**config.mk**
```make
export PLATFORM = sky130hd
export DESIGN_NAME = ldi_target
export DESIGN_NICKNAME = d
export VERILOG_FILES = /design/src/hw/ldi_pkg.sv /design/src/hw/ldi_target.sv
export SDC_FILE = /design/constraint.sdc
export NUM_CORES = 1
export LEC_CHECK = 0
export BUFFER_PORTS_ARGS = -buffer_cell sky130_fd_sc_hd__buf_4
export CAP_MARGIN = 30
export CORE_UTILIZATION = 37
export CTS_BUF_LIST = sky130_fd_sc_hd__clkbuf_16
export CTS_CLUSTER_SIZE = 25
export DETAILED_ROUTE_END_ITERATION = 8
export SLEW_MARGIN = 10
export SYNTH_ARGS = -nofsm -noshare
export SYNTH_HDL_FRONTEND = slang
export SYNTH_SLANG_ARGS = --single-unit
```
**constraint.sdc**
```tcl
create_clock -name ref_clk -period 2.4 [get_ports ref_clk]
set_input_delay 0.24 -clock ref_clk [delete_from_list [all_inputs] [get_ports ref_clk]]
set_output_delay 0.24 -clock ref_clk [all_outputs]
set_load 0.01 [all_outputs]
```
**src/hw/ldi_pkg.sv**
```systemverilog
package ldi_pkg;

   // ************************************************
   // Target address and subaddress commands
   // ************************************************
   localparam logic [3:0] GROUP_CODE  = 4'hA;  // Arbitrary value
   localparam logic [7:0] SUB_WRITE   = 8'h11;
   localparam logic [7:0] SUB_XFER    = 8'h22;
   localparam logic [7:0] SUB_WR_XFER = 8'h44;

   // ************************************************
   // Reset values and bit counts
   // ************************************************
   localparam logic [7:0] DSR_RST     = 8'h00;
   localparam logic [7:0] OSR_RST     = 8'h00;
   localparam logic [7:0] SUB_RST     = 8'h00;
   localparam logic [7:0] IDLE_BYTE   = 8'hFF;
   localparam logic [3:0] BYTE_BITS   = 4'h8;

   // ************************************************
   // Serial engine states
   // ************************************************
   typedef enum logic [9:0] {
      ST_IDLE     = 10'h001,
      ST_ADDR     = 10'h002,
      ST_ADDR_ACK = 10'h004,
      ST_SUB      = 10'h008,
      ST_SUB_ACK  = 10'h010,
      ST_DATA     = 10'h020,
      ST_DATA_ACK = 10'h040,
      ST_RD       = 10'h080,
      ST_RD_ACK   = 10'h100,
      ST_IGNORE   = 10'h200
   } ldi_state_t;

   typedef struct packed {
      logic       scl_s1;
      logic       scl_s2;
      logic       scl_s3;
      logic       sda_s1;
      logic       sda_s2;
      logic       sda_s3;
      logic [2:0] pin_s1;
      logic [2:0] pin_s2;
      ldi_state_t st;
      logic [3:0] cnt;
      logic [7:0] rx;
      logic [7:0] sub;
      logic       rw;
      logic [7:0] dsr;
      logic [7:0] osr;
      logic [7:0] tx;
      logic       oe;
   } ldi_regs_t;

endpackage : ldi_pkg

```
**src/hw/ldi_target.sv**
```systemverilog
// Contract
// Subaddress 11H read returns shift register
// 11H write loads shift register only
// 22H write copies shift to output
// 44H write loads then copies to output
// Other subaddresses change no register
// Undefined subaddress gets no acknowledge
// Address is group code plus pins
// 22H copy during subaddress acknowledge
// 44H copy during data acknowledge
// 44H with read direction is ignored
// Output bit one turns channel on
`timescale 1ns/1ps
`default_nettype none

module ldi_target (
   // Clock and reset
   input  wire logic       ref_clk,
   input  wire logic       rst_b,
   // Serial bus pins
   input  wire logic       scl_i,
   input  wire logic       sda_i,
   output logic            sda_o,
   output logic            sda_oe,
   // Address select pins
   input  wire logic [2:0] addr_pins,
   // Output channels
   output logic [7:0]      chan_on
);

   // ************************************************
   // State
   // ************************************************
   ldi_pkg::ldi_regs_t r_q;
   ldi_pkg::ldi_regs_t r_d;

   // Subaddresses that are acknowledged and acted on
   function automatic logic sub_known(input logic [7:0] s);
      sub_known = (s == ldi_pkg::SUB_WRITE) || (s == ldi_pkg::SUB_XFER) ||
                  (s == ldi_pkg::SUB_WR_XFER);
   endfunction : sub_known

   // Byte offered on a read; anything but 11H leaves the line released
   function automatic logic [7:0] rd_byte(input logic [7:0] s, input logic [7:0] d);
      rd_byte = (s == ldi_pkg::SUB_WRITE) ? d : ldi_pkg::IDLE_BYTE;
   endfunction : rd_byte

   // Edge and condition detection on synchronised pins
   // Start and stop need the clock high in both samples, so a data
   // change while the clock is low is never taken for a condition
   logic scl_rise;
   logic scl_fall;
   logic start_c;
   logic stop_c;
   assign scl_rise = r_q.scl_s2 & ~r_q.scl_s3;
   assign scl_fall = ~r_q.scl_s2 & r_q.scl_s3;
   assign start_c  = r_q.scl_s2 & r_q.scl_s3 & r_q.sda_s3 & ~r_q.sda_s2;
   assign stop_c   = r_q.scl_s2 & r_q.scl_s3 & ~r_q.sda_s3 & r_q.sda_s2;

   // ************************************************
   // Next state
   // ************************************************
   always_comb begin
      logic [7:0] tx_n;
      logic [7:0] rd_n;
      tx_n = r_q.tx << 1;
      rd_n = rd_byte(r_q.sub, r_q.dsr);
      r_d = r_q;
      r_d.scl_s1 = scl_i;
      r_d.scl_s2 = r_q.scl_s1;
      r_d.scl_s3 = r_q.scl_s2;
      r_d.sda_s1 = sda_i;
      r_d.sda_s2 = r_q.sda_s1;
      r_d.sda_s3 = r_q.sda_s2;
      r_d.pin_s1 = addr_pins;
      r_d.pin_s2 = r_q.pin_s1;
      if (start_c) begin
         // Repeated start restarts the address phase from any state
         r_d.st  = ldi_pkg::ST_ADDR;
         r_d.cnt = 4'h0;
         r_d.oe  = 1'b0;
      end else if (stop_c) begin
         // Stop ends any transfer and lets the data line go
         r_d.st = ldi_pkg::ST_IDLE;
         r_d.oe = 1'b0;
      end else begin
         case (r_q.st)
            ldi_pkg::ST_ADDR, ldi_pkg::ST_SUB, ldi_pkg::ST_DATA: begin
               if (scl_rise) begin
                  r_d.rx  = {r_q.rx[6:0], r_q.sda_s2};
                  r_d.cnt = r_q.cnt + 4'h1;
               end else if (scl_fall && r_q.cnt == ldi_pkg::BYTE_BITS) begin
                  r_d.cnt = 4'h0;
                  if (r_q.st == ldi_pkg::ST_ADDR) begin
                     if (r_q.rx[7:1] == {ldi_pkg::GROUP_CODE, r_q.pin_s2}) begin
                        r_d.st = ldi_pkg::ST_ADDR_ACK;
                        r_d.rw = r_q.rx[0];
                        r_d.oe = 1'b1;
                     end else begin
                        // Not ours: stay silent until the next start or stop
                        r_d.st = ldi_pkg::ST_IGNORE;
                     end
                  end else if (r_q.st == ldi_pkg::ST_SUB) begin
                     r_d.sub = r_q.rx;
                     r_d.st  = ldi_pkg::ST_SUB_ACK;
                     r_d.oe  = sub_known(r_q.rx);
                     if (r_q.rx == ldi_pkg::SUB_XFER) begin
                        r_d.osr = r_q.dsr;
                     end
                  end else begin
                     r_d.st = ldi_pkg::ST_DATA_ACK;
                     r_d.oe = 1'b1;
                     // Only 11H and 44H reach here; others are dropped
                     r_d.dsr = r_q.rx;
                     if (r_q.sub == ldi_pkg::SUB_WR_XFER) begin
                        r_d.osr = r_q.rx;
                     end
                  end
               end
            end
            ldi_pkg::ST_ADDR_ACK: begin
               if (scl_fall) begin
                  // Direction from the address byte, subaddress from the last write
                  if (r_q.rw) begin
                     // Only 11H exposes the shift register; 44H read is ignored
                     r_d.tx = rd_n;
                     r_d.oe = ~rd_n[7];
                     r_d.st = ldi_pkg::ST_RD;
                  end else begin
                     r_d.oe = 1'b0;
                     r_d.st = ldi_pkg::ST_SUB;
                  end
               end
            end
            ldi_pkg::ST_SUB_ACK: begin
               if (scl_fall) begin
                  r_d.oe = 1'b0;
                  // Data after 22H or an unknown code is ignored
                  if (r_q.sub == ldi_pkg::SUB_WRITE || r_q.sub == ldi_pkg::SUB_WR_XFER) begin
                     r_d.st = ldi_pkg::ST_DATA;
                  end else begin
                     r_d.st = ldi_pkg::ST_IGNORE;
                  end
               end
            end
            ldi_pkg::ST_DATA_ACK: begin
               // Further bytes keep loading under the same subaddress
               if (scl_fall) begin
                  r_d.oe = 1'b0;
                  r_d.st = ldi_pkg::ST_DATA;
               end
            end
            ldi_pkg::ST_RD: begin
               // Count rises; the fall after the eighth hands the slot over
               if (scl_rise) begin
                  r_d.cnt = r_q.cnt + 4'h1;
               end else if (scl_fall) begin
                  if (r_q.cnt == ldi_pkg::BYTE_BITS) begin
                     r_d.cnt = 4'h0;
                     r_d.oe  = 1'b0;
                     r_d.st  = ldi_pkg::ST_RD_ACK;
                  end else begin
                     r_d.tx = tx_n;
                     r_d.oe = ~tx_n[7];
                  end
               end
            end
            ldi_pkg::ST_RD_ACK: begin
               // Controller not-acknowledge ends the read
               if (scl_rise && r_q.sda_s2) begin
                  r_d.st = ldi_pkg::ST_IGNORE;
               end else if (scl_fall) begin
                  r_d.tx = rd_n;
                  r_d.oe = ~rd_n[7];
                  r_d.st = ldi_pkg::ST_RD;
               end
            end
            ldi_pkg::ST_IDLE, ldi_pkg::ST_IGNORE: begin
               r_d.oe = 1'b0;
            end
            default: begin
               r_d.st = ldi_pkg::ST_IDLE;
               r_d.oe = 1'b0;
            end
         endcase
      end
   end

   // ************************************************
   // Registers, power-up idle state
   // ************************************************
   always_ff @(posedge ref_clk or negedge rst_b) begin
      if (!rst_b) begin
         r_q        <= '0;
         // Clock and data samplers preload idle-high so release makes no false edge
         r_q.scl_s1 <= 1'b1;
         r_q.scl_s2 <= 1'b1;
         r_q.scl_s3 <= 1'b1;
         r_q.sda_s1 <= 1'b1;
         r_q.sda_s2 <= 1'b1;
         r_q.sda_s3 <= 1'b1;
         r_q.st     <= ldi_pkg::ST_IDLE;
         r_q.sub    <= ldi_pkg::SUB_RST;
         r_q.dsr    <= ldi_pkg::DSR_RST;
         r_q.osr    <= ldi_pkg::OSR_RST;
         r_q.tx     <= ldi_pkg::IDLE_BYTE;
      end else begin
         r_q <= r_d;
      end
   end

   // ************************************************
   // Outputs
   // ************************************************
   // Open drain: only ever pulls low, the pull-up gives the high level
   assign sda_o   = 1'b0;
   assign sda_oe  = r_q.oe;
   assign chan_on = r_q.osr;

endmodule : ldi_target

`default_nettype wire

```
* Word level (Yosys, flattened, before mapping)
Index checks and enable logic that the tools add are counted.
Word-level totals: register bits after elaboration 68, input bits 7, output and inout bits 10, word-level logic and storage cells 154
Operators by class: add/subtract/negate cells 1, equality and inequality tests 43, mux-type cells 55, bitwise operators 18, reductions and logical operators 20
Operators by type and width (count):
- 10-bit two-way mux | 11
- 8-bit two-way mux | 11
- 10-bit one-hot mux with 7 select lines | 1
- 14-bit two-way mux | 4
- 4-bit != test (second input constant) | 13
- 25-bit two-way mux | 2
- 45-bit two-way mux | 1
- 9-bit two-way mux | 5
- 33-bit two-way mux | 1
- 8-bit one-hot mux with 3 select lines | 1
- 7-bit AND reduction | 3
- 10-bit AND reduction | 2
- 8-bit by 5-bit == test with 1-bit output (second input constant) | 2
- 8-bit by 7-bit == test with 1-bit output (second input constant) | 2
- 16-bit two-way mux | 1
- 2-bit != test (second input constant) | 8
- 1-bit two-way mux | 12
- 1-bit NOT | 11
- 10-bit by 1-bit == test with 1-bit output (second input constant) | 1
- 10-bit == test (second input constant) | 1
- 10-bit by 2-bit == test with 1-bit output (second input constant) | 1
- 10-bit by 3-bit == test with 1-bit output (second input constant) | 1
- 10-bit by 4-bit == test with 1-bit output (second input constant) | 1
- 10-bit by 5-bit == test with 1-bit output (second input constant) | 1
- 27 further kinds | 40

* Logic depth before layout (Yosys ltp)
word-level depth 10, depth in mapped cells 10, gate-level depth less buffers 9

* Least setup slack after synthesis
No wires, ideal clock.
path kind register -> register, from register r_q[51] (netlist bit), to register r_q[51] (netlist bit), library setup time 0.127 ns, data arrival time 2.293 ns, data required time 2.273 ns, setup slack -0.021 ns, cell stages (with the launch flop) 9, path buffers 2, period minus slack after synthesis 2.421 ns, path through dfrtp_1 > buf_6 > or4_4 > or2_1 > o32ai_1 > a211o_2 > o21a_1 > buf_4 > mux2_1
On the way: word-level cells in the longest chain between the ends 7, elaborated cells on any way between the ends 29, classes of those cells eq/ne (20); mux (6); reduce/logical (3)
RTL lines:
- from (decl) | RTL line ldi_target.sv:34 | ldi_pkg::ldi_regs_t r_q;
- from (signal assigned) | RTL line ldi_target.sv:208 | r_q <= r_d;
- 10-bit by 2-bit == test with 1-bit output | RTL line ldi_target.sv:87, ldi_target.sv:94
- 10-bit two-way mux | RTL line ldi_target.sv:94 | if (r_q.st == ldi_pkg::ST_ADDR) begin
- 14-bit two-way mux | RTL line ldi_target.sv:92 | end else if (scl_fall && r_q.cnt == ldi_pkg::BYTE_BITS) begin
- 10-bit two-way mux | RTL line ldi_target.sv:89 | if (scl_rise) begin
- 10-bit one-hot mux with 7 select lines | RTL line ldi_target.sv:87 | case (r_q.st)
- 10-bit two-way mux | RTL line ldi_target.sv:82 | end else if (stop_c) begin
- 14-bit two-way mux | RTL line ldi_target.sv:77 | if (start_c) begin
Parallel ways exist; a longest one is shown, timed or not. The select of a mux whose other input is x is not followed. A chain may end at the register's enable or synchronous reset.

* Worst setup path in the final report
Same ends and word-level chain as after synthesis.

==> metrics.md <==
| Metric | Value |
|---|---|
| Pwr dens | `698 mW/mm2` |
| Critical Path AT | `2.61 ns` |
| Main area contributors after synthesis | `dfrtp_1, dfstp_2, mux2_1, nor2_1, mux2_2` |
| Reg clk slew, reported paths | `0.06 ns` |
| Residual DRC count | `0` |
| Clk sink count | `67` |
| Antenna violations before repair | `0` |
| Starting Density | `38.5%` |
| WP data required | `2.61 ns` |
| DP Wirelength | `5500 um` |
| Vias in the first global route | `2483` |
| Worst Skew | `0.00811 ns` |
| Final setup TNS | `0 ns` |
| Top Ports | `17` |
| Status | `finished, final reports clean` |
| Synthesized flop and latch total | `67` |
| Deepest clock path buffer count | `2` |
| Post-route ant nets | `0` |
| DR WL/cell | `15.5 um` |
| Yosys top cell area share | `36.9%` |
| Diodes inserted | `0` |
| Post-synth EDFFs | `0` |
| Kind of critical path | `reg -> reg` |
| Rel. slew slack | `44.7%` |
| Max-Cap Viols | `0` |
| Crit. End Element | `register` |
| I/O Buffers | `15` |
| Hold Fails Final Rpt | `0` |
| Distinct cells, synth | `58` |
| Mapped Nets | `350` |
| Worst-Skew Late Latency | `0.33 ns` |
| Final GP Congestion | `0.909` |
| GRT Total Usage | `16.9%` |
| CP Max Fanout | `6` |
| Via count | `2560` |
| Yosys warnings | `0` |
| Share of cells above drive strength 1 | `28.1%` |
| CTS tree | `built` |
| Die area | `0.0101 mm2` |
| Row count | `35` |
| Synthesized cell area | `0.00359 mm2` |
| Grt ovf | `0` |
| DRT Wirelength | `7720 um` |
| Pin count of the biggest net entering global routing | `68` |
| Root Buffer | `clkbuf_16` |
| CTS H-tree depth | `3` |
| Sequential area share after synthesis | `47.1%` |
| RSZ-0062 raised after global routing | `yes` |
| Syn Area/Cell | `10.6 um2` |
| Highest Clock Rate | `0.417 GHz` |
| Finished Cell Area | `0.00427 mm2` |
| Initial drt markers | `191` |
| Area grow syn2layout | `18.9%` |
| Tcrit/Tclk final | `100%` |
| Placed cell area | `0.00393 mm2` |
| First-pass GRT wire length | `12900 um` |
| Die height | `101 um` |
| Nets | `377` |
| Post-synth ARST share | `100%` |
| Slew Viols, Final | `0` |
| Min cycle time layout | `2.40 ns` |
| Die Width | `101 um` |
| Ys flop type | `dfrtp_1` |
| Mapped Cells | `338` |
| Cell taking the most area after synthesis | `dfrtp_1` |
| Actual slew at the worst max-slew pin | `0.829 ns` |
| Core Area | `0.00933 mm2` |
| First-pass DRT Iterations | `4` |
| Total power | `2.98 mW` |
| Average vias per placed instance | `5.13` |
| Total CTS buffers | `9` |
| Pleak | `2.03 nW` |
| Worst VDD drop | `435 uV` |
| Final setup vio count | `0` |
| Final hold slack | `0.00580 ns` |
| Hold crit path type | `in -> async` |
| Startpoint Class | `register` |
[through the flow]
step,worst slack [ns],utilization [%],instances
after floorplan,0.00363,-,338
after detailed placement,-0.00585,42.1,480
after CTS,-0.0173,45.2,496
after global placement,-0.0127,42.1,480
after global routing,-0.108,45.8,499
final,0.000225,45.8,499
[kinds of logic after synthesis]
logic type	count (synthesis)	synth area share, %
other	1	0.104
AND/OR/NAND/NOR	116	18.8
AO/OA/AOI/OAI	60	11.5
adder cells (fa/ha/maj)	5	1.74
buffers and inverters	37	5.50
flip-flops	67	47.1
multiplexers	41	12.5
XOR/XNOR	11	2.68
[layer usage]
metal	vias to the layer above	part of all wire, %	GRT usage (%)
li1	1263	-	-
met1	1228	50	23.5
met2	62	45	25.7
met3	7	3.9	3.95
met4	0	1.3	6.13
met5	-	0	0
[registers in the layout (all words and copies together) (netlist names)]
signal   count
chan_on      8
sda_oe       1
r_q         51
r_d          7
[where the power goes]
group          total [mW]  internal (mW)  switching, mW
sequential           1.24           1.18         0.0597
combinational       0.445          0.190          0.256
clock                1.30          0.802          0.500
[critical path, cell delays in order, from the launching register on]
cell and delay, ns:
dfrtp_1 0.39, or4_4 0.59, nor4_4 0.36, a31o_1 0.24, a211o_2 0.20, o21a_1 0.19, mux2_4 0.31
[synthesized netlist by cell type (5+ instances only)]
| library cell | n |
|---|---|
| mux2i_1 | 9 |
| nand3_1 | 8 |
| xor2_1 | 7 |
| ha_1 | 5 |
| buf_2 | 11 |
| nor2_1 | 30 |
| mux2_1 | 23 |
| dfstp_2 | 14 |
| buf_4 | 10 |
| inv_1 | 8 |
| nand2_1 | 27 |
| o21a_1 | 5 |
| nor4_1 | 5 |
| dfrtp_1 | 53 |
| clkbuf_1 | 7 |
| nor3_1 | 7 |
| o21ai_0 | 13 |
| a22o_1 | 6 |
| mux2_2 | 9 |
| a21oi_1 | 13 |
[placed cells by master (no fill, tap or decap), types with 7 or more instances in the layout]
cell type / n
a21oi_1: 13
buf_4: 44
clkbuf_16: 9
dfrtp_1: 49
dfstp_2: 14
inv_1: 9
mux2_1: 22
mux2_2: 9
mux2i_1: 9
nand2_1: 27
nand3_1: 8
nor2_1: 30
nor3_1: 7
o21ai_0: 13
xor2_1: 7
[timing repair]
action	in CTS	in global routing
buffers inserted	0	3
resized for setup	0	9
gates cloned	0	0
hold buffers	0	0
pin swaps	0	1
endpoints found under the setup margin	4	33
[final timing paths]
check                                    startpoint             endpoint  slack, ns  cells after the start
worst max-delay path            r_q[51]$_DFFE_PN0P_  r_q[51]$_DFFE_PN0P_     0.0002                      6
worst min-delay path                          rst_b  r_q[27]$_DFFE_PN0P_      0.006                      1
worst max register to register  r_q[51]$_DFFE_PN0P_  r_q[51]$_DFFE_PN0P_     0.0002                      6
worst min register to register    r_d[56]$_DFF_PN0_    r_q[56]$_DFF_PN0_       0.35                      0
max in group asynchronous                     rst_b  r_q[52]$_DFFE_PN0P_       1.80                      1
min in group ref_clk                          scl_i    r_d[66]$_DFF_PN1_       0.02                      1
[area by class of cell]
cell class | count | area (um2)
multi-input cells | 234 | 1740
repair buffers | 45 | 350
flip-flops and latches | 67 | 1700
inverters | 8 | 30.0
clock buffers | 9 | 225
well taps | 129 | 161
fillers | 864 | 5050
clock inverters | 7 | 68.8
Power figures use the tool's default switching activity.
